File: src/pkg/pcc_params.svh
`ifndef PCC_PARAMS_SVH
`define PCC_PARAMS_SVH

// Register byte offsets on the Wishbone bus
`define PCC_OFF_SCTL  8'h00
`define PCC_OFF_HALT1 8'h04
`define PCC_OFF_HALT2 8'h08
`define PCC_OFF_STBY  8'h0C
`define PCC_OFF_STAT  8'h10

// Reset value of every control byte
`define PCC_RST_BYTE  8'h00

// Writable bits of the two module halt registers
`define PCC_HALT1_MASK 8'h7B
`define PCC_HALT2_MASK 8'h93

// Bit positions in the first module halt register
`define PCC_H1_TWI    6
`define PCC_H1_SP1    5
`define PCC_H1_ADC    4
`define PCC_H1_WDT    3
`define PCC_H1_GT1    1
`define PCC_H1_RTC    0

// Bit positions in the second module halt register
`define PCC_H2_SP2    7
`define PCC_H2_GT2    4
`define PCC_H2_GT3    1
`define PCC_H2_PWM    0

// Divider exponents, ratio is two to this power
`define PCC_EXP_DIV1  3'h0
`define PCC_EXP_DIV2  3'h1
`define PCC_EXP_DIV4  3'h2
`define PCC_EXP_DIV8  3'h3
`define PCC_EXP_DIV16 3'h4
`define PCC_EXP_DIV32 3'h5
`define PCC_EXP_DIV64 3'h6

`endif

File: src/pkg/pcc_pkg.sv
package pcc_pkg;

  // Operating states of the core
  typedef enum logic [2:0] {
    PCC_ACTIVE    = 3'b000,
    PCC_SLEEP     = 3'b001,
    PCC_SUBACTIVE = 3'b010,
    PCC_SUBSLEEP  = 3'b011,
    PCC_STANDBY   = 3'b100
  } pcc_mode_t;

  // Sleep and clock control byte, bit 7 first
  typedef struct packed {
    logic       sleep_kind_select;
    logic       low_speed_select;
    logic       direct_transfer_select;
    logic [2:0] active_clock_divider_select;
    logic [1:0] sub_clock_divider_select;
  } pcc_sctl_t;

  // Per-module standby outputs
  typedef struct packed {
    logic two_wire_unit_halt;
    logic serial_port_one_halt;
    logic analog_converter_halt;
    logic watchdog_halt;
    logic general_timer_one_halt;
    logic real_time_clock_halt;
    logic serial_port_two_halt;
    logic general_timer_two_halt;
    logic general_timer_three_halt;
    logic pulse_width_unit_halt;
  } pcc_halt_t;

endpackage : pcc_pkg

File: src/hdl/pcc_clk_div.sv
`timescale 1ns/1ps
`include "pcc_params.svh"

// Power-of-two enable divider, one output pulse per 2**exp input ticks
module pcc_clk_div
  import pcc_pkg::*;
(
  input  wire logic       clk_i,
  input  wire logic       rst_i,
  input  wire logic       tick_i,
  input  wire logic       clr_i,
  input  wire logic [2:0] exp_i,
  output logic            en_o
);

  logic [5:0] cnt_reg;
  logic [5:0] limit;

  // Terminal count for the selected ratio
  assign limit = 6'((7'h01 << exp_i) - 7'h01);

  // Count ticks, restart on a new ratio
  always_ff @(posedge clk_i) begin
    if (rst_i || clr_i) begin
      cnt_reg <= 6'h00;
    end else if (tick_i) begin
      cnt_reg <= (cnt_reg >= limit) ? 6'h00 : cnt_reg + 6'h01;
    end
  end

  // One-cycle enable at terminal count
  always_ff @(posedge clk_i) begin
    if (rst_i || clr_i) begin
      en_o <= 1'b0;
    end else begin
      en_o <= tick_i && (cnt_reg >= limit);
    end
  end

endmodule : pcc_clk_div

File: src/hdl/pcc_top.sv
`timescale 1ns/1ps
`include "pcc_params.svh"

// How it works
// - Active divider 0XX passes oscillator clock, 100..111 divide by 8,16,32,64.
// - Sub divider 00 divides watch clock by 8, 01 by 4, 1X by 2.
// - Active divider written value applies only when sleep is executed.
// - Sub divider written value applies only when sleep is executed.
// - Kind, low speed, direct transfer and standby bits pick the sleep target.
// - Sleep halts the program; an interrupt resumes program execution.
// - Direct transfer with kind 0 and low speed 0 goes straight to active.
// - Direct transfer with low speed 1 goes straight to subactive.
// - First halt bit 6 puts the two-wire unit in standby.
// - First halt bit 5 puts serial port one in standby.
// - First halt bit 4 puts the analog converter in standby.
// - First halt bit 3 puts the watchdog in standby unless wdt_int_osc_i is high.
// - First halt bit 1 puts general timer one in standby.
// - First halt bit 0 puts the real-time clock in standby.
// - Second halt bit 7 puts serial port two in standby.
// - Second halt bit 4 puts general timer two in standby.
// - Second halt bit 1 puts general timer three in standby.
// - Second halt bit 0 puts the pulse-width unit in standby.
// - First halt bits 7 and 2 always read zero.
// - Second halt bits 6, 5, 3 and 2 always read zero.
module pcc_top
  import pcc_pkg::*;
(
  input  wire logic        clk_i,
  input  wire logic        rst_i,
  input  wire logic        wb_cyc_i,
  input  wire logic        wb_stb_i,
  input  wire logic        wb_we_i,
  input  wire logic [7:0]  wb_adr_i,
  input  wire logic [3:0]  wb_sel_i,
  input  wire logic [31:0] wb_dat_i,
  output logic      [31:0] wb_dat_o,
  output logic             wb_ack_o,
  input  wire logic        sleep_exec_i,
  input  wire logic        wake_irq_i,
  input  wire logic        wdt_int_osc_i,
  input  wire logic        watch_clk_i,
  output pcc_mode_t        mode_o,
  output logic             cpu_halt_o,
  output logic             hs_clk_en_o,
  output logic             ls_clk_en_o,
  output pcc_halt_t        module_halt_o
);

  pcc_sctl_t  sctl_reg;
  logic [7:0] halt1_reg;
  logic [7:0] halt2_reg;
  logic       stby_reg;
  logic [2:0] act_sel_reg;
  logic [1:0] sub_sel_reg;
  logic [2:0] act_exp;
  logic [2:0] sub_exp;
  pcc_mode_t  mode_next;
  logic       bus_req;
  logic       wr_lo;
  logic       sleep_take;
  logic       hs_run;
  logic [2:0] wsync_reg;
  logic       watch_rise;
  logic       watch_lvl_reg;
  logic [31:0] rd_next;

  // Bus request accepted in the cycle before ack
  assign bus_req = wb_cyc_i && wb_stb_i && !wb_ack_o;
  assign wr_lo   = bus_req && wb_we_i && wb_sel_i[0];

  // Sleep only counts while the program runs
  assign sleep_take = sleep_exec_i && !cpu_halt_o;

  // Ack one cycle after request, dropped after one cycle
  always_ff @(posedge clk_i) begin
    if (rst_i) begin
      wb_ack_o <= 1'b0;
    end else begin
      wb_ack_o <= bus_req;
    end
  end

  // Sleep and clock control byte
  always_ff @(posedge clk_i) begin
    if (rst_i) begin
      sctl_reg <= pcc_sctl_t'(`PCC_RST_BYTE);
    end else if (wr_lo && wb_adr_i == `PCC_OFF_SCTL) begin
      sctl_reg <= pcc_sctl_t'(wb_dat_i[7:0]);
    end
  end

  // Module halt bytes, reserved bits forced low
  always_ff @(posedge clk_i) begin
    if (rst_i) begin
      halt1_reg <= `PCC_RST_BYTE;
      halt2_reg <= `PCC_RST_BYTE;
    end else if (wr_lo && wb_adr_i == `PCC_OFF_HALT1) begin
      halt1_reg <= wb_dat_i[7:0] & `PCC_HALT1_MASK;
    end else if (wr_lo && wb_adr_i == `PCC_OFF_HALT2) begin
      halt2_reg <= wb_dat_i[7:0] & `PCC_HALT2_MASK;
    end
  end

  // Standby select bit
  always_ff @(posedge clk_i) begin
    if (rst_i) begin
      stby_reg <= 1'b0;
    end else if (wr_lo && wb_adr_i == `PCC_OFF_STBY) begin
      stby_reg <= wb_dat_i[0];
    end
  end

  // Divider selects take effect only at sleep
  always_ff @(posedge clk_i) begin
    if (rst_i) begin
      act_sel_reg <= 3'h0;
      sub_sel_reg <= 2'h0;
    end else if (sleep_take) begin
      act_sel_reg <= sctl_reg.active_clock_divider_select;
      sub_sel_reg <= sctl_reg.sub_clock_divider_select;
    end
  end

  // Active select to divider exponent
  always_comb begin
    unique case (act_sel_reg)
      3'b100:  act_exp = `PCC_EXP_DIV8;
      3'b101:  act_exp = `PCC_EXP_DIV16;
      3'b110:  act_exp = `PCC_EXP_DIV32;
      3'b111:  act_exp = `PCC_EXP_DIV64;
      default: act_exp = `PCC_EXP_DIV1;
    endcase
  end

  // Sub select to divider exponent
  always_comb begin
    unique case (sub_sel_reg)
      2'b00:   sub_exp = `PCC_EXP_DIV8;
      2'b01:   sub_exp = `PCC_EXP_DIV4;
      default: sub_exp = `PCC_EXP_DIV2;
    endcase
  end

  // Next state on sleep or wake-up
  always_comb begin
    mode_next = mode_o;
    if (sleep_take) begin
      if (sctl_reg.direct_transfer_select && sctl_reg.low_speed_select) begin
        mode_next = PCC_SUBACTIVE;
      end else if (sctl_reg.direct_transfer_select && !sctl_reg.sleep_kind_select) begin
        mode_next = PCC_ACTIVE;
      end else if (stby_reg) begin
        mode_next = PCC_STANDBY;
      end else if (sctl_reg.sleep_kind_select) begin
        mode_next = PCC_SUBSLEEP;
      end else begin
        mode_next = PCC_SLEEP;
      end
    end else if (wake_irq_i && cpu_halt_o) begin
      if (mode_o != PCC_STANDBY && sctl_reg.low_speed_select) begin
        mode_next = PCC_SUBACTIVE;
      end else begin
        mode_next = PCC_ACTIVE;
      end
    end
  end

  // Operating state and program halt flag
  always_ff @(posedge clk_i) begin
    if (rst_i) begin
      mode_o     <= PCC_ACTIVE;
      cpu_halt_o <= 1'b0;
    end else begin
      mode_o     <= mode_next;
      cpu_halt_o <= (mode_next == PCC_SLEEP) || (mode_next == PCC_SUBSLEEP)
                    || (mode_next == PCC_STANDBY);
    end
  end

  // Watch clock pin synchroniser
  always_ff @(posedge clk_i) begin
    if (rst_i) begin
      wsync_reg <= 3'h0;
    end else begin
      wsync_reg <= {wsync_reg[1:0], watch_clk_i};
    end
  end

  // Accepted watch level, moves only once stages two and three agree
  always_ff @(posedge clk_i) begin
    if (rst_i) begin
      watch_lvl_reg <= 1'b0;
    end else if (wsync_reg[1] == wsync_reg[2]) begin
      watch_lvl_reg <= wsync_reg[2];
    end
  end

  // Rising edge counts when both late stages show high over a low level
  assign watch_rise = wsync_reg[1] && wsync_reg[2] && !watch_lvl_reg;

  // High-speed clock runs in active and sleep only
  assign hs_run = (mode_o == PCC_ACTIVE) || (mode_o == PCC_SLEEP);

  // High-speed enable from the oscillator clock
  pcc_clk_div u_hs_div (
    .clk_i  (clk_i),
    .rst_i  (rst_i),
    .tick_i (hs_run),
    .clr_i  (sleep_take),
    .exp_i  (act_exp),
    .en_o   (hs_clk_en_o)
  );

  // Low-speed enable from the watch clock
  pcc_clk_div u_ls_div (
    .clk_i  (clk_i),
    .rst_i  (rst_i),
    .tick_i (watch_rise),
    .clr_i  (sleep_take),
    .exp_i  (sub_exp),
    .en_o   (ls_clk_en_o)
  );

  // Per-module standby outputs
  always_ff @(posedge clk_i) begin
    if (rst_i) begin
      module_halt_o <= '0;
    end else begin
      module_halt_o.two_wire_unit_halt       <= halt1_reg[`PCC_H1_TWI];
      module_halt_o.serial_port_one_halt     <= halt1_reg[`PCC_H1_SP1];
      module_halt_o.analog_converter_halt    <= halt1_reg[`PCC_H1_ADC];
      module_halt_o.watchdog_halt            <= halt1_reg[`PCC_H1_WDT]
                                                && !wdt_int_osc_i;
      module_halt_o.general_timer_one_halt   <= halt1_reg[`PCC_H1_GT1];
      module_halt_o.real_time_clock_halt     <= halt1_reg[`PCC_H1_RTC];
      module_halt_o.serial_port_two_halt     <= halt2_reg[`PCC_H2_SP2];
      module_halt_o.general_timer_two_halt   <= halt2_reg[`PCC_H2_GT2];
      module_halt_o.general_timer_three_halt <= halt2_reg[`PCC_H2_GT3];
      module_halt_o.pulse_width_unit_halt    <= halt2_reg[`PCC_H2_PWM];
    end
  end

  // Read multiplexer, unmapped reads return zero
  always_comb begin
    rd_next = 32'h0000_0000;
    unique case (wb_adr_i)
      `PCC_OFF_SCTL:  rd_next[7:0] = sctl_reg;
      `PCC_OFF_HALT1: rd_next[7:0] = halt1_reg;
      `PCC_OFF_HALT2: rd_next[7:0] = halt2_reg;
      `PCC_OFF_STBY:  rd_next[0]   = stby_reg;
      `PCC_OFF_STAT:  rd_next[8:0] = {sub_sel_reg, act_sel_reg, cpu_halt_o, mode_o};
      default:        rd_next      = 32'h0000_0000;
    endcase
  end

  // Read data registered with ack
  always_ff @(posedge clk_i) begin
    if (rst_i) begin
      wb_dat_o <= 32'h0000_0000;
    end else if (bus_req && !wb_we_i) begin
      wb_dat_o <= rd_next;
    end
  end
endmodule : pcc_top

File: config.mk
export PLATFORM = sky130hd
export DESIGN_NAME = pcc_top
export DESIGN_NICKNAME = d
export VERILOG_FILES = /design/src/pkg/pcc_pkg.sv /design/src/hdl/pcc_clk_div.sv /design/src/hdl/pcc_top.sv
export VERILOG_INCLUDE_DIRS = /design/src /design/src/pkg
export SDC_FILE = /design/constraint.sdc
export NUM_CORES = 1
export LEC_CHECK = 0
export ABC_AREA = 1
export BUFFER_PORTS_ARGS = -buffer_cell sky130_fd_sc_hd__buf_4
export CORE_ASPECT_RATIO = 2
export CORE_MARGIN = 5
export CORE_UTILIZATION = 38
export CTS_BUF_LIST = sky130_fd_sc_hd__clkbuf_8
export DETAILED_ROUTE_END_ITERATION = 16
export PLACE_DENSITY_LB_ADDON = 0.2
export SKIP_CTS_REPAIR_TIMING = 1
export SLEW_MARGIN = 20
export SYNTH_ARGS = -nofsm -noshare
export SYNTH_HDL_FRONTEND = slang
export SYNTH_SLANG_ARGS = --single-unit
File: constraint.sdc
create_clock -name clk_i -period 2.3 [get_ports clk_i]
set_clock_uncertainty 0.05 [all_clocks]
set_input_delay 0.345 -clock clk_i [delete_from_list [all_inputs] [get_ports clk_i]]
set_output_delay 0.345 -clock clk_i [all_outputs]
set_load 0.03 [all_outputs]
Word-level counts from Yosys, hierarchy flattened
Cells that the tools add are included.
{"block": "classes", "eq_ne": 15, "reduce_logical": 33, "n_bitwise": 1, "muxes": 14, "shifts": 2, "order_cmp": 2, "n_addsub": 4}
{"cell": "$pmux 7 s4", "n": 1}
{"cell": "$logic_and 1x1->1", "n": 19}
{"cell": "$eq 8x4->1 const B", "n": 2}
{"cell": "$eq 3x3->1 const B", "n": 5}
{"cell": "$mux 3", "n": 5}
{"cell": "$add 6x1->6 const B", "n": 2}
{"cell": "$ge 6x6->1", "n": 2}
{"cell": "$mux 6", "n": 2}
{"cell": "$pmux 3 s4", "n": 1}
{"cell": "$sub 6x1->6 const B", "n": 2}
{"cell": "$eq 8x3->1 const B", "n": 1}
{"cell": "$eq 8x5->1 const B", "n": 1}
{"cell": "$logic_not 8->1", "n": 1}
{"cell": "$eq 3x1->1 const B", "n": 2}
{"cell": "$logic_not 1->1", "n": 6}
{"cell": "$shl 1x2->6 const A", "n": 1}
{"cell": "$shl 1x3->6 const A", "n": 1}
{"cell": "$pmux 1 s5", "n": 1}
{"cell": "$logic_or 1x1->1", "n": 4}
{"cell": "$mux 2", "n": 2}
{"cell": "$pmux 2 s2", "n": 1}
{"cell": "$eq 3x2->1 const B", "n": 1}
{"cell": "$logic_not 3->1", "n": 1}
{"cell": "$ne 3x3->1 const B", "n": 1}
{"cell": "other kinds (6)", "n": 6}
{"block": "totals", "word_cells": 101, "out_inout_bits": 49, "in_bits": 53, "regBits": 66}

Depth between registers and ports, before layout
{"block": "logic_depth", "depth_word": 8, "depth_mapped": 9, "ltp_nobuf": 9}

Cells and area by module
Synthesis repeated with hierarchy kept, for this count alone.
{"block": "unflattened", "hier_cells": 446, "area_unflattened_um2": 3379.5}
{"mod": "pcc_top", "seq_area_each_um2": 1041.0, "area_each_um2": 2406.1, "cells_per_inst": 318, "instances": 1}
{"mod": "pcc_clk_div", "seq_area_each_um2": 140.1, "area_each_um2": 486.7, "cells_per_inst": 64, "instances": 2}

Least setup slack after synthesis
No wires, ideal clock.
{"block": "synth_path", "path_type": "reg2reg", "start": "register act_sel_reg[2]", "end": "register u_hs_div.cnt_reg[0]", "slack_ps": 854, "t_arrival_ps": 1326, "setup_time_ps": 70, "t_required_ps": 2180, "path_stages_with_launch": 9, "path_cell_list": "dfxtp_1 > inv_1 > ha_1 > a21boi_0 > o21ai_0 > nand3_1 > nand2_1 > nand2_1 > a21oi_1"}
{"block": "synth_via", "elab_chain_len": 6, "elab_cells_between_ends": 9, "classes_between": "1 x add/sub; 1 x order compare; 4 x eq/ne; 1 x shift; 2 x mux"}
{"item": "from (decl)", "line": "pcc_top.sv:53", "text": "logic [2:0] act_sel_reg;"}
{"item": "from (signal assigned)", "line": "pcc_top.sv:119", "text": "act_sel_reg <= sctl_reg.active_clock_divider_select;"}
{"item": "$eq 3x3->1", "line": "pcc_top.sv:126", "text": "unique case (act_sel_reg)"}
{"item": "$pmux 3 s4 (*)", "line": "pcc_top.sv:126"}
{"item": "$shl 1x3->6 (*)", "line": "pcc_clk_div.sv:20", "text": "assign limit = 6'((7'h01 << exp_i) - 7'h01);"}
{"item": "$sub 6x1->6 (*)", "line": "pcc_clk_div.sv:20"}
{"item": "$ge 6x6->1 (*)", "line": "pcc_clk_div.sv:27", "text": "cnt_reg <= (cnt_reg >= limit) ? 6'h00 : cnt_reg + 6'h01;"}
{"item": "$mux 6 (*)", "line": "pcc_clk_div.sv:27"}
{"item": "to (signal assigned)", "line": "pcc_clk_div.sv:27"}
{"item": "to (decl)", "line": "pcc_clk_div.sv:16", "text": "logic [5:0] cnt_reg;"}
Every way passes the cells marked *; elsewhere a longest branch is shown, timed or not.
A chain may end at the register's enable or synchronous reset.

Final worst setup path
Ends and elaborated chain as after synthesis.

==> flow_summary.ini <==
[setup_path]
r2r_start = act_sel_reg[2]$_SDFFE_PP0P_
cpPeakStageDelay_ns = 0.40
critical_path.startpoint_type = register
crit_type = register to register
worstPathRequired_ns = 2.52
cp_max_fo = 6
critical_path_arrival_ns = 1.91
critPathMostFrequentCell = nand2_1
critical_path.endpoint_type = register
critPathTopFamily = compound AO/OA/AOI/OAI gates
startpoint = act_sel_reg[2]$_SDFFE_PP0P_
path_cells = inv_1 > ha_1 > a21boi_0 > o21ai_0 > nand3_1 > nand2_1 > nand2_1 > a21oi_1
cp_num_buf_inv = 1
cp_slowest_cell = dfxtp_1

[placement]
port_buffers = 51
dp_hpwl_um = 5873
dp_cells = 548
gp_congestion = 0.8070

[timing]
setup_tns_ns = 0
finalCritPeriodShare = 0.7323
maxSlewViolCount = 0
max_freq_mhz = 593.7
finalWorstPathRequiredPeriod_ns = 1.684
hold_violations = 0
rsz0062_at_grt = false
setup_viol = 0

[global_routing]
grt_pass1_vias = 2613
grt_pass1_wl_um = 12180
grt_usage = 0.1537
gr-total-overflow = 0
grt_max_degree = 28
antenna_found_initial = 0

[floorplan]
die_area_um2 = 10390
die_height_um = 139.3
start_util = 0.3856
pin_count = 102
rows = 47
core_area_um2 = 8233
die_x_um = 74.63

[clock_network]
cts_root_buffer = clkbuf_8
clkLatencyLatePin_ns = 0.34
htreeDepth = 3
cts_buffers = 9
cts_sinks = 66
cts_tree = yes
clk_pin_slew_worst_paths_ns = 0.08
cts_buffer_depth = 2

[cells_and_area]
largest_register_ffs = 10
nNetsFinal = 526
drive_gt1_frac = 0.2382
nFillCells = 854
multiInputGateArea_um2 = 1518
area_growth_pct = 18.92
seq_area_um2 = 1321
finalNonFillerCells = 564
diodes = 0

[power_and_ir_drop]
powerDensity_nw_per_um2 = 662.0
power.total_mw = 2.499
peakVddDrop_uv = 443.1
leakage_nw = 1.762

[logic_synthesis]
yosysUniqueCellTypes = 34
yosysWarnings = 0
synth_top_area_frac = 0.4162
synthCells = 407
synth_edf_count = 0
avgSynthCellArea_um2 = 7.799
synth_top_family_by_area = simple AND/OR/NAND/NOR gates
synth_common_cells = 66 x dfxtp_1, 59 x nand2_1, 44 x nor2_1, 40 x inv_1, 34 x a21oi_1
yosys.area_share.simple = 0.2444
syn_area_um2 = 3174
synthFlopType = dfxtp_1
synth_mux_area_frac = 0
ys_seq_elements = 66
synth-adder-area-share = 0.04730
synth_area_leaders = dfxtp_1 42%, nand2_1 7.0%, buf_4 5.4%, a21oi_1 5.4%, nor2_1 5.2%
ys_seq_area_frac = 0.4162
synth_top_area_cell = dfxtp_1
synth-compound-area-share = 0.1415
yosysMostFrequentCell = dfxtp_1
synth_xor_area_frac = 0.01655
async_reset_ff_frac = 0

[detailed_routing]
via_count = 2619
dr.pass1.iters = 5
drc = 0
drt-initial-drc-count = 103
via_per_inst = 4.644
drtAntennaViolNets = 0
wl_per_cell_um = 12.89
wl_um = 7272

[hold_path]
min_path_type = input port to register
hold_path.startpoint = wdt_int_osc_i

[status]
status = completed

[flow_run]
drv_cap = 0
stage by stage:
| stage | worst slack, ns | instance area [um2] | utilization | hold slack, ns |
|---|---|---|---|---|
| 3_3_place_gp | 0.6564 | 3557 | 0.4321 | 0.3470 |
| 3_5_place_dp | 0.6122 | 3557 | 0.4321 | 0.3520 |
| 5_1_grt | 0.3565 | 3775 | 0.4585 | 0.07925 |
| 6_report | 0.6156 | 3775 | 0.4585 | 0.09883 |
| 2_1_floorplan | 0.8535 | 3257 | - | 0.3383 |
| 4_1_cts | 0.5816 | 3775 | 0.4585 | 0.08840 |
cell families after synthesis:
group                    after synthesis
AO/OA/AOI/OAI                         84
XOR/XNOR                               6
adder cells (fa/ha/maj)               12
buffers and inverters                 84
flip-flops                            66
other                                  2
AND/OR/NAND/NOR                      153
routing by layer:
layer,GRT usage,wire (um)
met5,0,0
met4,0.05629,98
met3,0.03971,267
met1,0.1491,2557
met2,0.2933,4349
area by class of cell:
cell class / count / share of cell area
timing repair buffer: 52 / 0.1034
sequential: 66 / 0.3500
multi-input combinational: 279 / 0.4021
clock inverter: 7 / 0.02486
clock buffer: 9 / 0.03281
tap: 98 / 0.03248
inverter: 53 / 0.05436
placed cells by master (no fill, tap or decap):
cell / n
nand2_2: 3
o31ai_2: 1
nand3_1: 17
inv_1: 40
nand3_4: 1
conb_1: 24
nand4_1: 4
nor2_1: 44
nor2_4: 4
clkinv_4: 2
buf_4: 52
a31oi_1: 1
bufinv_16: 2
clkinvlp_4: 2
nor4_1: 1
xor2_1: 5
ha_1: 12
nor2_8: 3
nand3_2: 1
a21boi_0: 2
dfxtp_1: 66
o21ai_0: 13
clkbuf_8: 9
nand2_4: 5
inv_2: 11
clkinv_2: 3
o21ai_1: 29
a21oi_2: 4
nor3_1: 3
nor2_2: 8
nand2_1: 59
a21oi_1: 34
xnor2_1: 1
power breakdown:
group          switching, mW  internal (mW)  total, mW
sequential            0.0159           1.16       1.18
clock                  0.452          0.607       1.06
combinational          0.183         0.0789      0.261
total                  0.651           1.85       2.50
final timing paths:
kind | endpoint | slack [ns] | cells after the start
hold reg to reg | wsync_reg[1]$_SDFF_PP0_ | 0.36 | 2
setup reg to reg | u_hs_div.cnt_reg[0]$_SDFFE_PP0P_ | 0.62 | 8
setup / recovery | u_hs_div.cnt_reg[0]$_SDFFE_PP0P_ | 0.62 | 8
hold / removal | module_halt_o[6]$_SDFF_PP0_ | 0.1 | 2
No activity file was read; power rests on OpenSTA's default activity.
